<file path="config.mk">
export PLATFORM = sky130hd
export DESIGN_NAME = pwr_ctrl_regs
export DESIGN_NICKNAME = d
export VERILOG_FILES = /design/src/inc/pwr_ctrl_pkg.sv /design/src/rtl/pwr_ctrl_regs.sv
export SDC_FILE = /design/constraint.sdc
export NUM_CORES = 1
export LEC_CHECK = 0
export ABC_AREA = 1
export BUFFER_PORTS_ARGS = -buffer_cell sky130_fd_sc_hd__buf_4
export CAP_MARGIN = 40
export CORE_UTILIZATION = 54
export CTS_BUF_LIST = sky130_fd_sc_hd__clkbuf_16
export CTS_CLUSTER_SIZE = 16
export DETAILED_ROUTE_END_ITERATION = 12
export PLACE_DENSITY_LB_ADDON = 0.25
export SETUP_SLACK_MARGIN = 0.02
export SLEW_MARGIN = 15
export SYNTH_ARGS = -nofsm -noshare
export SYNTH_HDL_FRONTEND = slang
export SYNTH_SLANG_ARGS = --single-unit
</file>
<file path="constraint.sdc">
create_clock -name I_SYS_CLK -period 3.15 [get_ports I_SYS_CLK]
set_clock_uncertainty 0.15 [all_clocks]
set_input_delay 0.1575 -clock I_SYS_CLK [delete_from_list [all_inputs] [get_ports I_SYS_CLK]]
set_output_delay 0.1575 -clock I_SYS_CLK [all_outputs]
set_load 0.02 [all_outputs]
</file>
<file path="src/inc/pwr_ctrl_pkg.sv">
package pwr_ctrl_pkg;

    localparam int ADDR_W = 12;

    localparam logic [11:0] OFS_FIXED_LAT_TASK  = 12'h078;
    localparam logic [11:0] OFS_LOW_PWR_TASK    = 12'h07c;
    localparam logic [11:0] OFS_PWR_FAIL_EVT    = 12'h108;
    localparam logic [11:0] OFS_SLEEP_ENTER_EVT = 12'h114;
    localparam logic [11:0] OFS_SLEEP_EXIT_EVT  = 12'h118;
    localparam logic [11:0] OFS_VBUS_DET_EVT    = 12'h11c;
    localparam logic [11:0] OFS_VBUS_REM_EVT    = 12'h120;
    localparam logic [11:0] OFS_USB_RDY_EVT     = 12'h124;
    localparam logic [11:0] OFS_INT_EN_SET      = 12'h304;
    localparam logic [11:0] OFS_INT_EN_CLR      = 12'h308;
    localparam logic [11:0] OFS_RESET_CAUSE     = 12'h400;
    localparam logic [11:0] OFS_MEM_BLOCK_STAT  = 12'h428;
    localparam logic [11:0] OFS_USB_SUPPLY_STAT = 12'h438;
    localparam logic [11:0] OFS_SYSTEM_OFF      = 12'h500;
    localparam logic [11:0] OFS_PF_COMP_CFG     = 12'h510;

    localparam int NUM_EVENTS = 6;

    // Reset-cause bit positions.
    localparam int RC_PIN      = 0;
    localparam int RC_WATCHDOG = 1;
    localparam int RC_SOFT     = 2;
    localparam int RC_LOCKUP   = 3;
    localparam int RC_GPIO     = 16;
    localparam int RC_DEBUG    = 18;
    localparam int RC_VBUS     = 20;
    localparam logic [31:0] RC_MASK = 32'h0015000f;

    // Comparator configuration fields.
    localparam int PF_EN_BIT   = 0;
    localparam int PF_THR_LSB  = 1;
    localparam int PF_THR_W    = 4;
    localparam int PF_HV_LSB   = 8;
    localparam int PF_HV_W     = 4;
    localparam logic [31:0] PF_RESET = 32'h00000000;

    localparam logic [31:0] ZERO_WORD = 32'h00000000;

endpackage : pwr_ctrl_pkg

</file>
<file path="src/rtl/pwr_ctrl_regs.sv">
// Notes on behaviour
// - Writing one to the low-power task selects the variable-latency sub-mode.
// - Power-fail event reads 1 once it occurred; writable; resets to 0.
// - Sleep entered and exited events set on sleep entry and exit.
// - Bus power arrived event sets when bus supply voltage appears.
// - Bus power departed event sets when bus supply voltage is removed.
// - USB regulator ready event sets when the internal supply is ready.
// - Interrupt enable set: write one enables, zero no effect, reads enables.
// - Interrupt enable clear: write one disables; reads enables; reset off.
// - Reset-cause flags accumulate across resets until software clears them.
// - Writing one to a reset-cause flag clears it, zero leaves it.
// - No reset-cause flag set means power-on or brownout reset.
// - Pin reset and watchdog reset set their own cause flags.
// - Soft reset and lockup reset set their own cause flags.
// - GPIO sense wake from System OFF sets the GPIO wake flag.
// - Debug-mode wake from System OFF sets the debug wake flag.
// - Bus supply wake from System OFF sets its own flag.
// - Memory status has two blocks, each pairing section 0 of two memories.
// - A block bit reads 1 while any of its sections is powered on.
// - Writing one to the System OFF register enters System OFF.
// - Fail warning enable bit: 0 disables, 1 enables; resets to 0.
// - Threshold codes 4 to 15 mean 1.7 V to 2.8 V in 100 mV steps.
// - The fixed-latency task selects the constant-latency sub-mode.
// - After reset the block is in the low-power sub-mode.
//
// Local design decision: the plain strobed port.
module pwr_ctrl_regs
    import pwr_ctrl_pkg::*;
(
    input  wire logic              I_SYS_CLK,
    input  wire logic              I_RST_N,
    input  wire logic              I_CLK_EN,
    input  wire logic [ADDR_W-1:0] I_ADDR,
    input  wire logic [31:0]       I_WDATA,
    input  wire logic              I_WR,
    input  wire logic              I_RD,
    input  wire logic              I_PWR_FAIL,
    input  wire logic              I_SLEEP_ENTER,
    input  wire logic              I_SLEEP_EXIT,
    input  wire logic              I_VBUS_PRESENT,
    input  wire logic              I_USB_REG_READY,
    input  wire logic              I_RST_PIN,
    input  wire logic              I_RST_WATCHDOG,
    input  wire logic              I_RST_SOFT,
    input  wire logic              I_RST_LOCKUP,
    input  wire logic              I_WAKE_GPIO,
    input  wire logic              I_WAKE_DEBUG,
    input  wire logic              I_WAKE_VBUS,
    input  wire logic [3:0]        I_MEM_SECTION_ON,
    output logic      [31:0]       O_RDATA,
    output logic                   O_IRQ,
    output logic                   O_FIXED_LATENCY,
    output logic                   O_SYSTEM_OFF,
    output logic                   O_PF_ENABLE,
    output logic      [3:0]        O_PF_THRESHOLD,
    output logic      [3:0]        O_PF_THRESHOLD_HV
);

    // Previous supply levels feed edge detection for the bus and regulator-ready events.
    typedef struct packed {
        logic [31:0]           rdata;
        logic [NUM_EVENTS-1:0] events;
        logic [NUM_EVENTS-1:0] int_en;
        logic [31:0]           reset_cause;
        logic [31:0]           pf_cfg;
        logic                  fixed_latency;
        logic                  system_off;
        logic                  irq;
        logic                  vbus_prev;
        logic                  usb_rdy_prev;
    } state_t;

    state_t st;
    state_t next_st;

    logic [NUM_EVENTS-1:0] ev_hit;
    logic [NUM_EVENTS-1:0] ev_wr;
    logic [NUM_EVENTS-1:0] ev_next;
    logic [31:0]           rc_set;
    logic [1:0]            mem_block_on;
    logic                  wr_one;

    assign wr_one = I_WDATA[0];

    // Events in register order: fail, sleep in, sleep out, arrive, depart,
    // regulator ready.
    always_comb begin
        ev_hit[0] = I_PWR_FAIL & st.pf_cfg[PF_EN_BIT];
        ev_hit[1] = I_SLEEP_ENTER;
        ev_hit[2] = I_SLEEP_EXIT;
        ev_hit[3] = I_VBUS_PRESENT & ~st.vbus_prev;
        ev_hit[4] = ~I_VBUS_PRESENT & st.vbus_prev;
        ev_hit[5] = I_USB_REG_READY & ~st.usb_rdy_prev;
    end

    always_comb begin
        ev_wr[0] = I_WR && I_ADDR == OFS_PWR_FAIL_EVT;
        ev_wr[1] = I_WR && I_ADDR == OFS_SLEEP_ENTER_EVT;
        ev_wr[2] = I_WR && I_ADDR == OFS_SLEEP_EXIT_EVT;
        ev_wr[3] = I_WR && I_ADDR == OFS_VBUS_DET_EVT;
        ev_wr[4] = I_WR && I_ADDR == OFS_VBUS_REM_EVT;
        ev_wr[5] = I_WR && I_ADDR == OFS_USB_RDY_EVT;
    end

    always_comb begin
        rc_set              = ZERO_WORD;
        rc_set[RC_PIN]      = I_RST_PIN;
        rc_set[RC_WATCHDOG] = I_RST_WATCHDOG;
        rc_set[RC_SOFT]     = I_RST_SOFT;
        rc_set[RC_LOCKUP]   = I_RST_LOCKUP;
        rc_set[RC_GPIO]     = I_WAKE_GPIO;
        rc_set[RC_DEBUG]    = I_WAKE_DEBUG;
        rc_set[RC_VBUS]     = I_WAKE_VBUS;
    end

    // Sections 0,1 form block 0 and sections 2,3 form block 1.
    assign mem_block_on[0] = |I_MEM_SECTION_ON[1:0];
    assign mem_block_on[1] = |I_MEM_SECTION_ON[3:2];

    genvar g;
    generate
        for (g = 0; g < NUM_EVENTS; g++) begin : g_evt
            // A hardware set in the same cycle as a software write wins.
            assign ev_next[g] = ev_hit[g]
                              | (ev_wr[g] ? wr_one : st.events[g]);
        end
    endgenerate

    always_comb begin
        next_st.rdata        = ZERO_WORD;
        next_st.events       = ev_next;
        next_st.int_en       = st.int_en;
        next_st.reset_cause  = st.reset_cause;
        next_st.pf_cfg       = st.pf_cfg;
        next_st.fixed_latency = st.fixed_latency;
        next_st.system_off   = st.system_off;
        next_st.vbus_prev    = I_VBUS_PRESENT;
        next_st.usb_rdy_prev = I_USB_REG_READY;

        if (I_WR) begin
            unique case (I_ADDR)
                OFS_LOW_PWR_TASK: begin
                    if (wr_one) next_st.fixed_latency = 1'b0;
                end
                OFS_FIXED_LAT_TASK: begin
                    if (wr_one) next_st.fixed_latency = 1'b1;
                end
                OFS_INT_EN_SET: begin
                    next_st.int_en = st.int_en
                                   | I_WDATA[NUM_EVENTS-1:0];
                end
                OFS_INT_EN_CLR: begin
                    next_st.int_en = st.int_en
                                   & ~I_WDATA[NUM_EVENTS-1:0];
                end
                OFS_RESET_CAUSE: begin
                    next_st.reset_cause = st.reset_cause
                                        & ~(I_WDATA & RC_MASK);
                end
                OFS_SYSTEM_OFF: begin
                    if (wr_one) next_st.system_off = 1'b1;
                end
                OFS_PF_COMP_CFG: begin
                    next_st.pf_cfg = ZERO_WORD;
                    next_st.pf_cfg[PF_EN_BIT] = I_WDATA[PF_EN_BIT];
                    next_st.pf_cfg[PF_THR_LSB +: PF_THR_W] =
                        I_WDATA[PF_THR_LSB +: PF_THR_W];
                    next_st.pf_cfg[PF_HV_LSB +: PF_HV_W] =
                        I_WDATA[PF_HV_LSB +: PF_HV_W];
                end
                default: begin
                end
            endcase
        end

        // Cause inputs are OR-ed in after the write clear, so a set beats a clear.
        next_st.reset_cause = (next_st.reset_cause | rc_set)
                            & RC_MASK;

        if (I_RD) begin
            unique case (I_ADDR)
                OFS_PWR_FAIL_EVT:    next_st.rdata[0] = st.events[0];
                OFS_SLEEP_ENTER_EVT: next_st.rdata[0] = st.events[1];
                OFS_SLEEP_EXIT_EVT:  next_st.rdata[0] = st.events[2];
                OFS_VBUS_DET_EVT:    next_st.rdata[0] = st.events[3];
                OFS_VBUS_REM_EVT:    next_st.rdata[0] = st.events[4];
                OFS_USB_RDY_EVT:     next_st.rdata[0] = st.events[5];
                OFS_INT_EN_SET,
                OFS_INT_EN_CLR: begin
                    next_st.rdata[NUM_EVENTS-1:0] = st.int_en;
                end
                OFS_RESET_CAUSE:     next_st.rdata = st.reset_cause;
                OFS_MEM_BLOCK_STAT:  next_st.rdata[1:0] = mem_block_on;
                OFS_USB_SUPPLY_STAT: begin
                    next_st.rdata[0] = I_VBUS_PRESENT;
                    next_st.rdata[1] = I_USB_REG_READY;
                end
                OFS_PF_COMP_CFG:     next_st.rdata = st.pf_cfg;
                default:             next_st.rdata = ZERO_WORD;
            endcase
        end

        next_st.irq = |(next_st.events & next_st.int_en);
    end

    // Cause flags are cleared only by a software write of one or the power-on reset
    // outside this block, so the block reset keeps them and ORs in the cause inputs to let them accumulate.
    always_ff @(posedge I_SYS_CLK) begin
        if (!I_RST_N) begin
            st.rdata         <= ZERO_WORD;
            st.events        <= '0;
            st.int_en        <= '0;
            st.pf_cfg        <= PF_RESET;
            st.fixed_latency <= 1'b0;
            st.system_off    <= 1'b0;
            st.irq           <= 1'b0;
            st.vbus_prev     <= 1'b0;
            st.usb_rdy_prev  <= 1'b0;
            st.reset_cause   <= (st.reset_cause | rc_set) & RC_MASK;
        end else if (I_CLK_EN) begin
            st <= next_st;
        end
    end

    always_comb begin
        O_RDATA           = st.rdata;
        O_IRQ             = st.irq;
        O_FIXED_LATENCY   = st.fixed_latency;
        O_SYSTEM_OFF      = st.system_off;
        O_PF_ENABLE       = st.pf_cfg[PF_EN_BIT];
        O_PF_THRESHOLD    = st.pf_cfg[PF_THR_LSB +: PF_THR_W];
        O_PF_THRESHOLD_HV = st.pf_cfg[PF_HV_LSB +: PF_HV_W];
    end

    a_irq_follows: assert property (
        @(posedge I_SYS_CLK) disable iff (!I_RST_N)
        I_CLK_EN |=> O_IRQ == |(st.events & st.int_en))
        else $error("irq does not follow enabled events");

    a_en_set: assert property (
        @(posedge I_SYS_CLK) disable iff (!I_RST_N)
        I_CLK_EN && I_WR && I_ADDR == OFS_INT_EN_SET && I_WDATA[0]
        |=> st.int_en[0])
        else $error("enable set write lost");

    a_en_clear: assert property (
        @(posedge I_SYS_CLK) disable iff (!I_RST_N)
        I_CLK_EN && I_WR && I_ADDR == OFS_INT_EN_CLR && I_WDATA[1]
        |=> !st.int_en[1])
        else $error("enable clear write lost");

    a_low_power: assert property (
        @(posedge I_SYS_CLK) disable iff (!I_RST_N)
        I_CLK_EN && I_WR && I_ADDR == OFS_LOW_PWR_TASK && I_WDATA[0]
        |=> !O_FIXED_LATENCY)
        else $error("low power task ignored");

    a_fixed_lat: assert property (
        @(posedge I_SYS_CLK) disable iff (!I_RST_N)
        I_CLK_EN && I_WR && I_ADDR == OFS_FIXED_LAT_TASK && I_WDATA[0]
        |=> O_FIXED_LATENCY)
        else $error("fixed latency task ignored");

    a_sys_off: assert property (
        @(posedge I_SYS_CLK) disable iff (!I_RST_N)
        I_CLK_EN && I_WR && I_ADDR == OFS_SYSTEM_OFF && I_WDATA[0]
        |=> O_SYSTEM_OFF)
        else $error("system off not entered");

    a_cause_sticky: assert property (
        @(posedge I_SYS_CLK) disable iff (!I_RST_N)
        I_CLK_EN && I_RST_PIN |=> st.reset_cause[RC_PIN])
        else $error("pin reset cause lost");

    a_vbus_arrive: assert property (
        @(posedge I_SYS_CLK) disable iff (!I_RST_N)
        I_CLK_EN && $rose(I_VBUS_PRESENT) && st.vbus_prev == 1'b0
        |=> st.events[3])
        else $error("vbus arrival event missed");

    a_pf_gate: assert property (
        @(posedge I_SYS_CLK) disable iff (!I_RST_N)
        I_CLK_EN && !st.events[0] && !O_PF_ENABLE && !I_WR
        |=> !st.events[0])
        else $error("fail warning set while disabled");

    a_pf_event: assert property (
        @(posedge I_SYS_CLK) disable iff (!I_RST_N)
        I_CLK_EN && I_PWR_FAIL && O_PF_ENABLE |=> st.events[0])
        else $error("power fail warning event missed");

    a_sleep_in: assert property (
        @(posedge I_SYS_CLK) disable iff (!I_RST_N)
        I_CLK_EN && I_SLEEP_ENTER |=> st.events[1])
        else $error("sleep entry event missed");

    a_sleep_out: assert property (
        @(posedge I_SYS_CLK) disable iff (!I_RST_N)
        I_CLK_EN && I_SLEEP_EXIT |=> st.events[2])
        else $error("sleep exit event missed");

    a_vbus_depart: assert property (
        @(posedge I_SYS_CLK) disable iff (!I_RST_N)
        I_CLK_EN && !I_VBUS_PRESENT && st.vbus_prev |=> st.events[4])
        else $error("vbus removal event missed");

    a_usb_ready: assert property (
        @(posedge I_SYS_CLK) disable iff (!I_RST_N)
        I_CLK_EN && I_USB_REG_READY && !st.usb_rdy_prev |=> st.events[5])
        else $error("regulator ready event missed");

    a_en_read: assert property (
        @(posedge I_SYS_CLK) disable iff (!I_RST_N)
        I_CLK_EN && I_RD && I_ADDR == OFS_INT_EN_SET
        |=> O_RDATA[NUM_EVENTS-1:0] == $past(st.int_en))
        else $error("enable set read wrong");

    a_en_clr_read: assert property (
        @(posedge I_SYS_CLK) disable iff (!I_RST_N)
        I_CLK_EN && I_RD && I_ADDR == OFS_INT_EN_CLR
        |=> O_RDATA[NUM_EVENTS-1:0] == $past(st.int_en))
        else $error("enable clear read wrong");

    a_cause_clear: assert property (
        @(posedge I_SYS_CLK) disable iff (!I_RST_N)
        I_CLK_EN && I_WR && I_ADDR == OFS_RESET_CAUSE
        && I_WDATA[RC_WATCHDOG] && !I_RST_WATCHDOG
        |=> !st.reset_cause[RC_WATCHDOG])
        else $error("reset cause not cleared by write");

    a_cause_wdog: assert property (
        @(posedge I_SYS_CLK) disable iff (!I_RST_N)
        I_CLK_EN && I_RST_WATCHDOG |=> st.reset_cause[RC_WATCHDOG])
        else $error("watchdog reset cause lost");

    a_cause_soft: assert property (
        @(posedge I_SYS_CLK) disable iff (!I_RST_N)
        I_CLK_EN && I_RST_SOFT |=> st.reset_cause[RC_SOFT])
        else $error("soft reset cause lost");

    a_wake_gpio: assert property (
        @(posedge I_SYS_CLK) disable iff (!I_RST_N)
        I_CLK_EN && I_WAKE_GPIO |=> st.reset_cause[RC_GPIO])
        else $error("gpio wake cause lost");

    a_wake_debug: assert property (
        @(posedge I_SYS_CLK) disable iff (!I_RST_N)
        I_CLK_EN && I_WAKE_DEBUG |=> st.reset_cause[RC_DEBUG])
        else $error("debug wake cause lost");

    a_wake_vbus: assert property (
        @(posedge I_SYS_CLK) disable iff (!I_RST_N)
        I_CLK_EN && I_WAKE_VBUS |=> st.reset_cause[RC_VBUS])
        else $error("vbus wake cause lost");

    a_mem_block: assert property (
        @(posedge I_SYS_CLK) disable iff (!I_RST_N)
        I_CLK_EN && I_RD && I_ADDR == OFS_MEM_BLOCK_STAT
        |=> O_RDATA == {30'h0, $past(|I_MEM_SECTION_ON[3:2]),
                        $past(|I_MEM_SECTION_ON[1:0])})
        else $error("memory block status read wrong");

    a_supply_read: assert property (
        @(posedge I_SYS_CLK) disable iff (!I_RST_N)
        I_CLK_EN && I_RD && I_ADDR == OFS_USB_SUPPLY_STAT
        |=> O_RDATA == {30'h0, $past(I_USB_REG_READY),
                        $past(I_VBUS_PRESENT)})
        else $error("supply status read wrong");

    a_cfg_enable: assert property (
        @(posedge I_SYS_CLK) disable iff (!I_RST_N)
        I_CLK_EN && I_WR && I_ADDR == OFS_PF_COMP_CFG
        |=> O_PF_ENABLE == $past(I_WDATA[PF_EN_BIT]))
        else $error("fail warning enable not written");

    a_cfg_thresh: assert property (
        @(posedge I_SYS_CLK) disable iff (!I_RST_N)
        I_CLK_EN && I_WR && I_ADDR == OFS_PF_COMP_CFG
        |=> O_PF_THRESHOLD == $past(I_WDATA[PF_THR_LSB +: PF_THR_W]))
        else $error("threshold not written");

    a_reset_mode: assert property (
        @(posedge I_SYS_CLK)
        !I_RST_N |=> !O_FIXED_LATENCY && !O_SYSTEM_OFF)
        else $error("reset does not select low power sub-mode");

endmodule : pwr_ctrl_regs

</file>
Word-level counts from Yosys, hierarchy flattened
Cells that the tools add are included.
W data, S select, Z words.
- bits of input ports: 65
- word-level logic and storage cells: 85
- flip-flop bits (word level): 54
- output and inout bits: 44
- multiplexer cells: 22
- reduce and logical (&&, ||, !) cells: 14
- equal/unequal tests: 18
- bitwise operators: 21
- operators with widths (kind ; number):
    $mux W58 ; 2
    $eq A12 B9 Y1 const B ; 6
    $mux W72 ; 1
    $eq A12 B11 Y1 const B ; 5
    $or A21 B21 Y21 ; 2
    $and A21 B32 Y32 ; 1
    $mux W32 ; 1
    $not A21 Y32 ; 1
    $pmux W15 S2 ; 1
    $eq A12 B10 Y1 const B ; 2
    $eq A12 B7 Y1 const B ; 2
    $mux W21 ; 1
    $and A6 B6 Y6 ; 2
    $mux W12 ; 1
    $pmux W4 S3 ; 1
    $pmux W6 S2 ; 1
    $pmux W1 S11 ; 1
    $mux W1 ; 10
    $logic_and A1 B1 Y1 ; 6
    $not A6 Y6 ; 1
    $or A1 B1 Y1 ; 6
    $or A6 B6 Y6 ; 1
    $reduce_or A2 Y1 ; 3
    $reduce_or A6 Y1 ; 1
    10 further kinds ; 16

Depth between registers and ports, before layout
- word-level depth: 8
- mapped depth: 12

Worst setup path before layout
OpenSTA, ideal clock, no wires.
- path kind: input port to flip-flop
- from: input I_ADDR[5]
- to: register st[38] (netlist bit), data pin
- data required time: 2.751 ns
- path slack: 1.659 ns
- arrival: 1.093 ns
- stages on the path: 8
- cells stage by stage: nor2_1 > nand2_2 > nor3_4 > buf_6 > nand3_1 > a21oi_1 > or2_2 > inv_1
- word-level cells in the longest chain between the ends: 6
- ends and longest elaborated chain (what ; line ; RTL):
    start: declaration ; pwr_ctrl_regs.sv:33 ; input wire logic [ADDR_W-1:0] I_ADDR,
    $eq A12 B11 Y1 ; pwr_ctrl_regs.sv:141 ; unique case (I_ADDR)
    $mux W32 ; pwr_ctrl_regs.sv:141 ;
    $mux W72 ; pwr_ctrl_regs.sv:140 ; if (I_WR) begin
    $or A21 B21 Y21 ; pwr_ctrl_regs.sv:177 ; next_st.reset_cause = (next_st.reset_cause | rc_set)
    $mux W58 ; pwr_ctrl_regs.sv:220 ; end else if (I_CLK_EN) begin
    $mux W58 ; pwr_ctrl_regs.sv:209 ; if (!I_RST_N) begin
    end signal: assignment ; pwr_ctrl_regs.sv:221 ; st <= next_st;
    end: declaration ; pwr_ctrl_regs.sv:73 ; state_t st;
No other way between the ends. The select of a mux whose other input is x is not followed.
A chain may end at the register's enable or synchronous reset.

==> impl_summary.txt <==
----------------------------------------------------
[Synthesis]
  Mean post-synth cell area ... 7.18 sq um
  Mux contribution to synthesized area ... 0%
  Share of synthesized area occupied by flip-flops and latches ... 33.9%
  Most used DFF post-synth ... dfxtp_1
  Main combinational cell family by area after synthesis ... simple AND/OR/NAND/NOR gates
  Synth area leaders ... dfxtp_1 27%, nand2_1 12%, buf_4 11%
  Simple-gate share of the synthesized area ... 30.5%
  Share of the synthesized netlist area taken by xor and xnor gates ... 0%
  Number of flops mapped to enable cells by yosys ... 7
  Post-synthesis compound-gate area fraction ... 16.2%
  Number of distinct library cells after synthesis ... 41
  Cell type with the highest aggregate area in the netlist ... dfxtp_1
  Adder-cell share of the synthesized area ... 0%
  #FFs+latches synth ... 46
  Post-synth top cells ... 90 x nand2_1, 51 x inv_1, 41 x buf_4
  Share of the synthesized area in the top cell type ... 26.7%
  Most frequent cell after synthesis ... nand2_1
  Number of instances in the synthesized netlist ... 407
  Cell area after technology mapping ... 0.00292 sq mm
  Post-synth ARST share ... 0%
  Count of synthesis-stage warnings from yosys ... 0

[Timing]
  Highest clock frequency the design can meet ... 0.588 GHz
  Final-report max-slew violation count ... 0
  Clock period minus worst slack ... 1700 ps
  WHS ... 2.59 ps
  Setup violations, final ... 0
  Setup repair after global routing missed its margin ... false
  Final worst-path cycle share ... 54.0%
  Slew at the pin with the worst max-slew slack ... 705 ps
  Setup ws final ... 1450 ps
  Max-slew headroom ... 52.5%
  Fin. Hold Viols ... 0
  Setup TNS ... 0 ps

[Floorplan]
  Floorplan die height ... 75.6 um
  Width of the die ... 75.6 um
  Initial Util ... 56.5%
  Boundary pin count ... 109
  Number of rows created at floorplan ... 26
  Core Box Area ... 0.00517 sq mm
  Die area ... 0.00571 sq mm

[Global routing]
  Via count of the first global-routing pass ... 2273
  GRT Util Overall ... 25.6%
  Global-route wire length before repair ... 10900 um
  Congestion Overflow GR ... 0
  Initial antenna violation count ... 0
  Pin count of the biggest net entering global routing ... 23

[Routing]
  Via count of the routed design ... 2728
  Post-DRT Antenna Nets ... 0
  First-pass DRT Iterations ... 6
  Average wire per standard cell ... 13.6 um
  Final wirelength ... 7130 um
  Average via count per standard cell ... 5.21
  First-iteration detailed-routing DRC count ... 162
  Count of unresolved DRC violations after routing ... 0

[Finish]
  Post-layout util ... 65.6%
  Diodes inserted ... 0
  Final net count ... 518
  Count of filler cells inserted in the layout ... 462
  Ratio of cells with drive above 1 in the final layout ... 24.7%
  Signed area change from the synthesized netlist to the final layout ... 16.1%

[Setup path]
  Type of origin of the critical path ... input port
  Req. time, crit path ... 3230 ps
  Sort of element at the end of the critical path ... flip-flop
  Maximum fanout along the worst path ... 12
  Slowest stage cell on the critical path ... inv_1
  Worst path max stage delay ... 330 ps
  Cell-by-cell trace of the critical path ... buf_4, nand2_1, inv_1, nand2_1, inv_1, o21ai_0, nand2_1, nand2_1, nand2_1
  Path type of the worst setup path ... input port to flip-flop
  Most frequent cell on the critical path ... nand2_1
  Critical Path AT ... 1780 ps

[CTS]
  Clock-pin slew of the registers on the worst-case setup and hold paths ... 60 ps
  CTS root buffer ... clkbuf_16
  Hold-fix buffers at CTS ... 0
  CTS resizes ... 0
  H-tree depth reported by CTS ... 2
  Inserted Clock Buffers ... 5
  Number of setup buffers added after CTS ... 0
  Total number of clock tree sinks ... 46
  Maximum clock path buffer count ... 2
  Worst-skew pair later-pin latency ... 290 ps
  TritonCTS clock tree ... done

[Pwr]
  LEAKAGE ... 1.58 nW
  Highest ir drop seen on vdd ... 185 uV
  Total power ... 1.31 mW
  Power density over the cells ... 386 mW/mm^2

[Placement]
  Final HPWL DP ... 5350 um
  Placement-stage worst setup slack ... 1170 ps
  Number of buffers inserted by port buffering ... 70
  Routability Congestion ... 0.949

[Job]
  Max_cap viols ... 0

[Status]
  Outcome ... completed

[Min path]
  Type of the worst min-delay path ... input port to flip-flop

----------------------------------------------------
## stage by stage
step,instance area (sq um),std cells
finish,3390,524
global route,3390,524
CTS,3390,524
detailed placement,3250,516
global placement,3250,516
floorplan,2990,425
## metal layers
metal  global-route usage [%]  part of all wire [%]  up-vias
met5                        0                     0        -
met2                     40.5                    47      131
met1                     35.5                    43     1214
met3                     4.23                   8.5       15
met4                     9.05                   2.1        0
li1                         -                     -     1368
## cell families (layout without fill, tap and decap cells)
| group | count (synthesis) | after routing |
|---|---|---|
| buffers and inverters | 104 | 133 |
| AO/OA/AOI/OAI | 71 | 71 |
| AND/OR/NAND/NOR | 185 | 185 |
| flip-flops | 46 | 46 |
| other | 1 | 19 |
## area by class of cell
class                           instances  area [sq um]  share of cell area (%)
Multi-Input combinational cell        275          1440                    42.3
Sequential cell                        46           991                    29.2
Timing Repair Buffer                   71           533                    15.7
Inverter                               54           203                    5.98
Clock buffer                            5           125                    3.69
Tap cell                               70          87.6                    2.58
Clock inverter                          3          16.3                   0.480
## sequential cells by signal, summed over array words and instances (netlist names)
name	cells
st	21
O_RDATA	13
O_PF_THRESHOLD	4
O_PF_THRESHOLD_HV	4
O_FIXED_LATENCY	1
O_IRQ	1
O_PF_ENABLE	1
O_SYSTEM_OFF	1
## cells in the final DEF (no fill, tap or decap), types with 5 or more instances in the layout
cell type / Yosys / routed
a21oi_1: 12 / 12
a22o_1: 5 / 5
buf_4: 41 / 71
clkbuf_16: 0 / 5
conb_1: 1 / 19
dfxtp_1: 39 / 39
edfxtp_1: 7 / 7
inv_1: 51 / 51
nand2_1: 90 / 90
nand3_1: 24 / 24
nand4_1: 10 / 10
nor2_1: 30 / 30
nor2_4: 7 / 7
o21ai_0: 24 / 24
o21ai_1: 5 / 5
o31ai_1: 5 / 5
or2_2: 5 / 5
## power breakdown
part	leakage, nW	internal [mW]	switching (mW)
registers	0.385	0.614	0.00909
logic	1.12	0.0654	0.108
clock network	0.0689	0.290	0.222
## worst max-delay path: cells and delay by family
family | cells | cell delay, ps
compound gates | 1 | 230
buf+inv | 3 | 800
simple gates | 5 | 590
## worst paths after layout
check | startpoint | to | slack (ps) | cells after the start
worst min-delay path | I_WDATA[11] | O_PF_THRESHOLD_HV[3] | 3 | 3
worst min register to register | O_RDATA[1] | O_RDATA[1] | 310 | 2
worst max register to register | st[0] | O_IRQ | 1920 | 7
worst max-delay path | I_RST_N | O_RDATA[0] | 1450 | 9
Power figures use the tool's default switching activity.
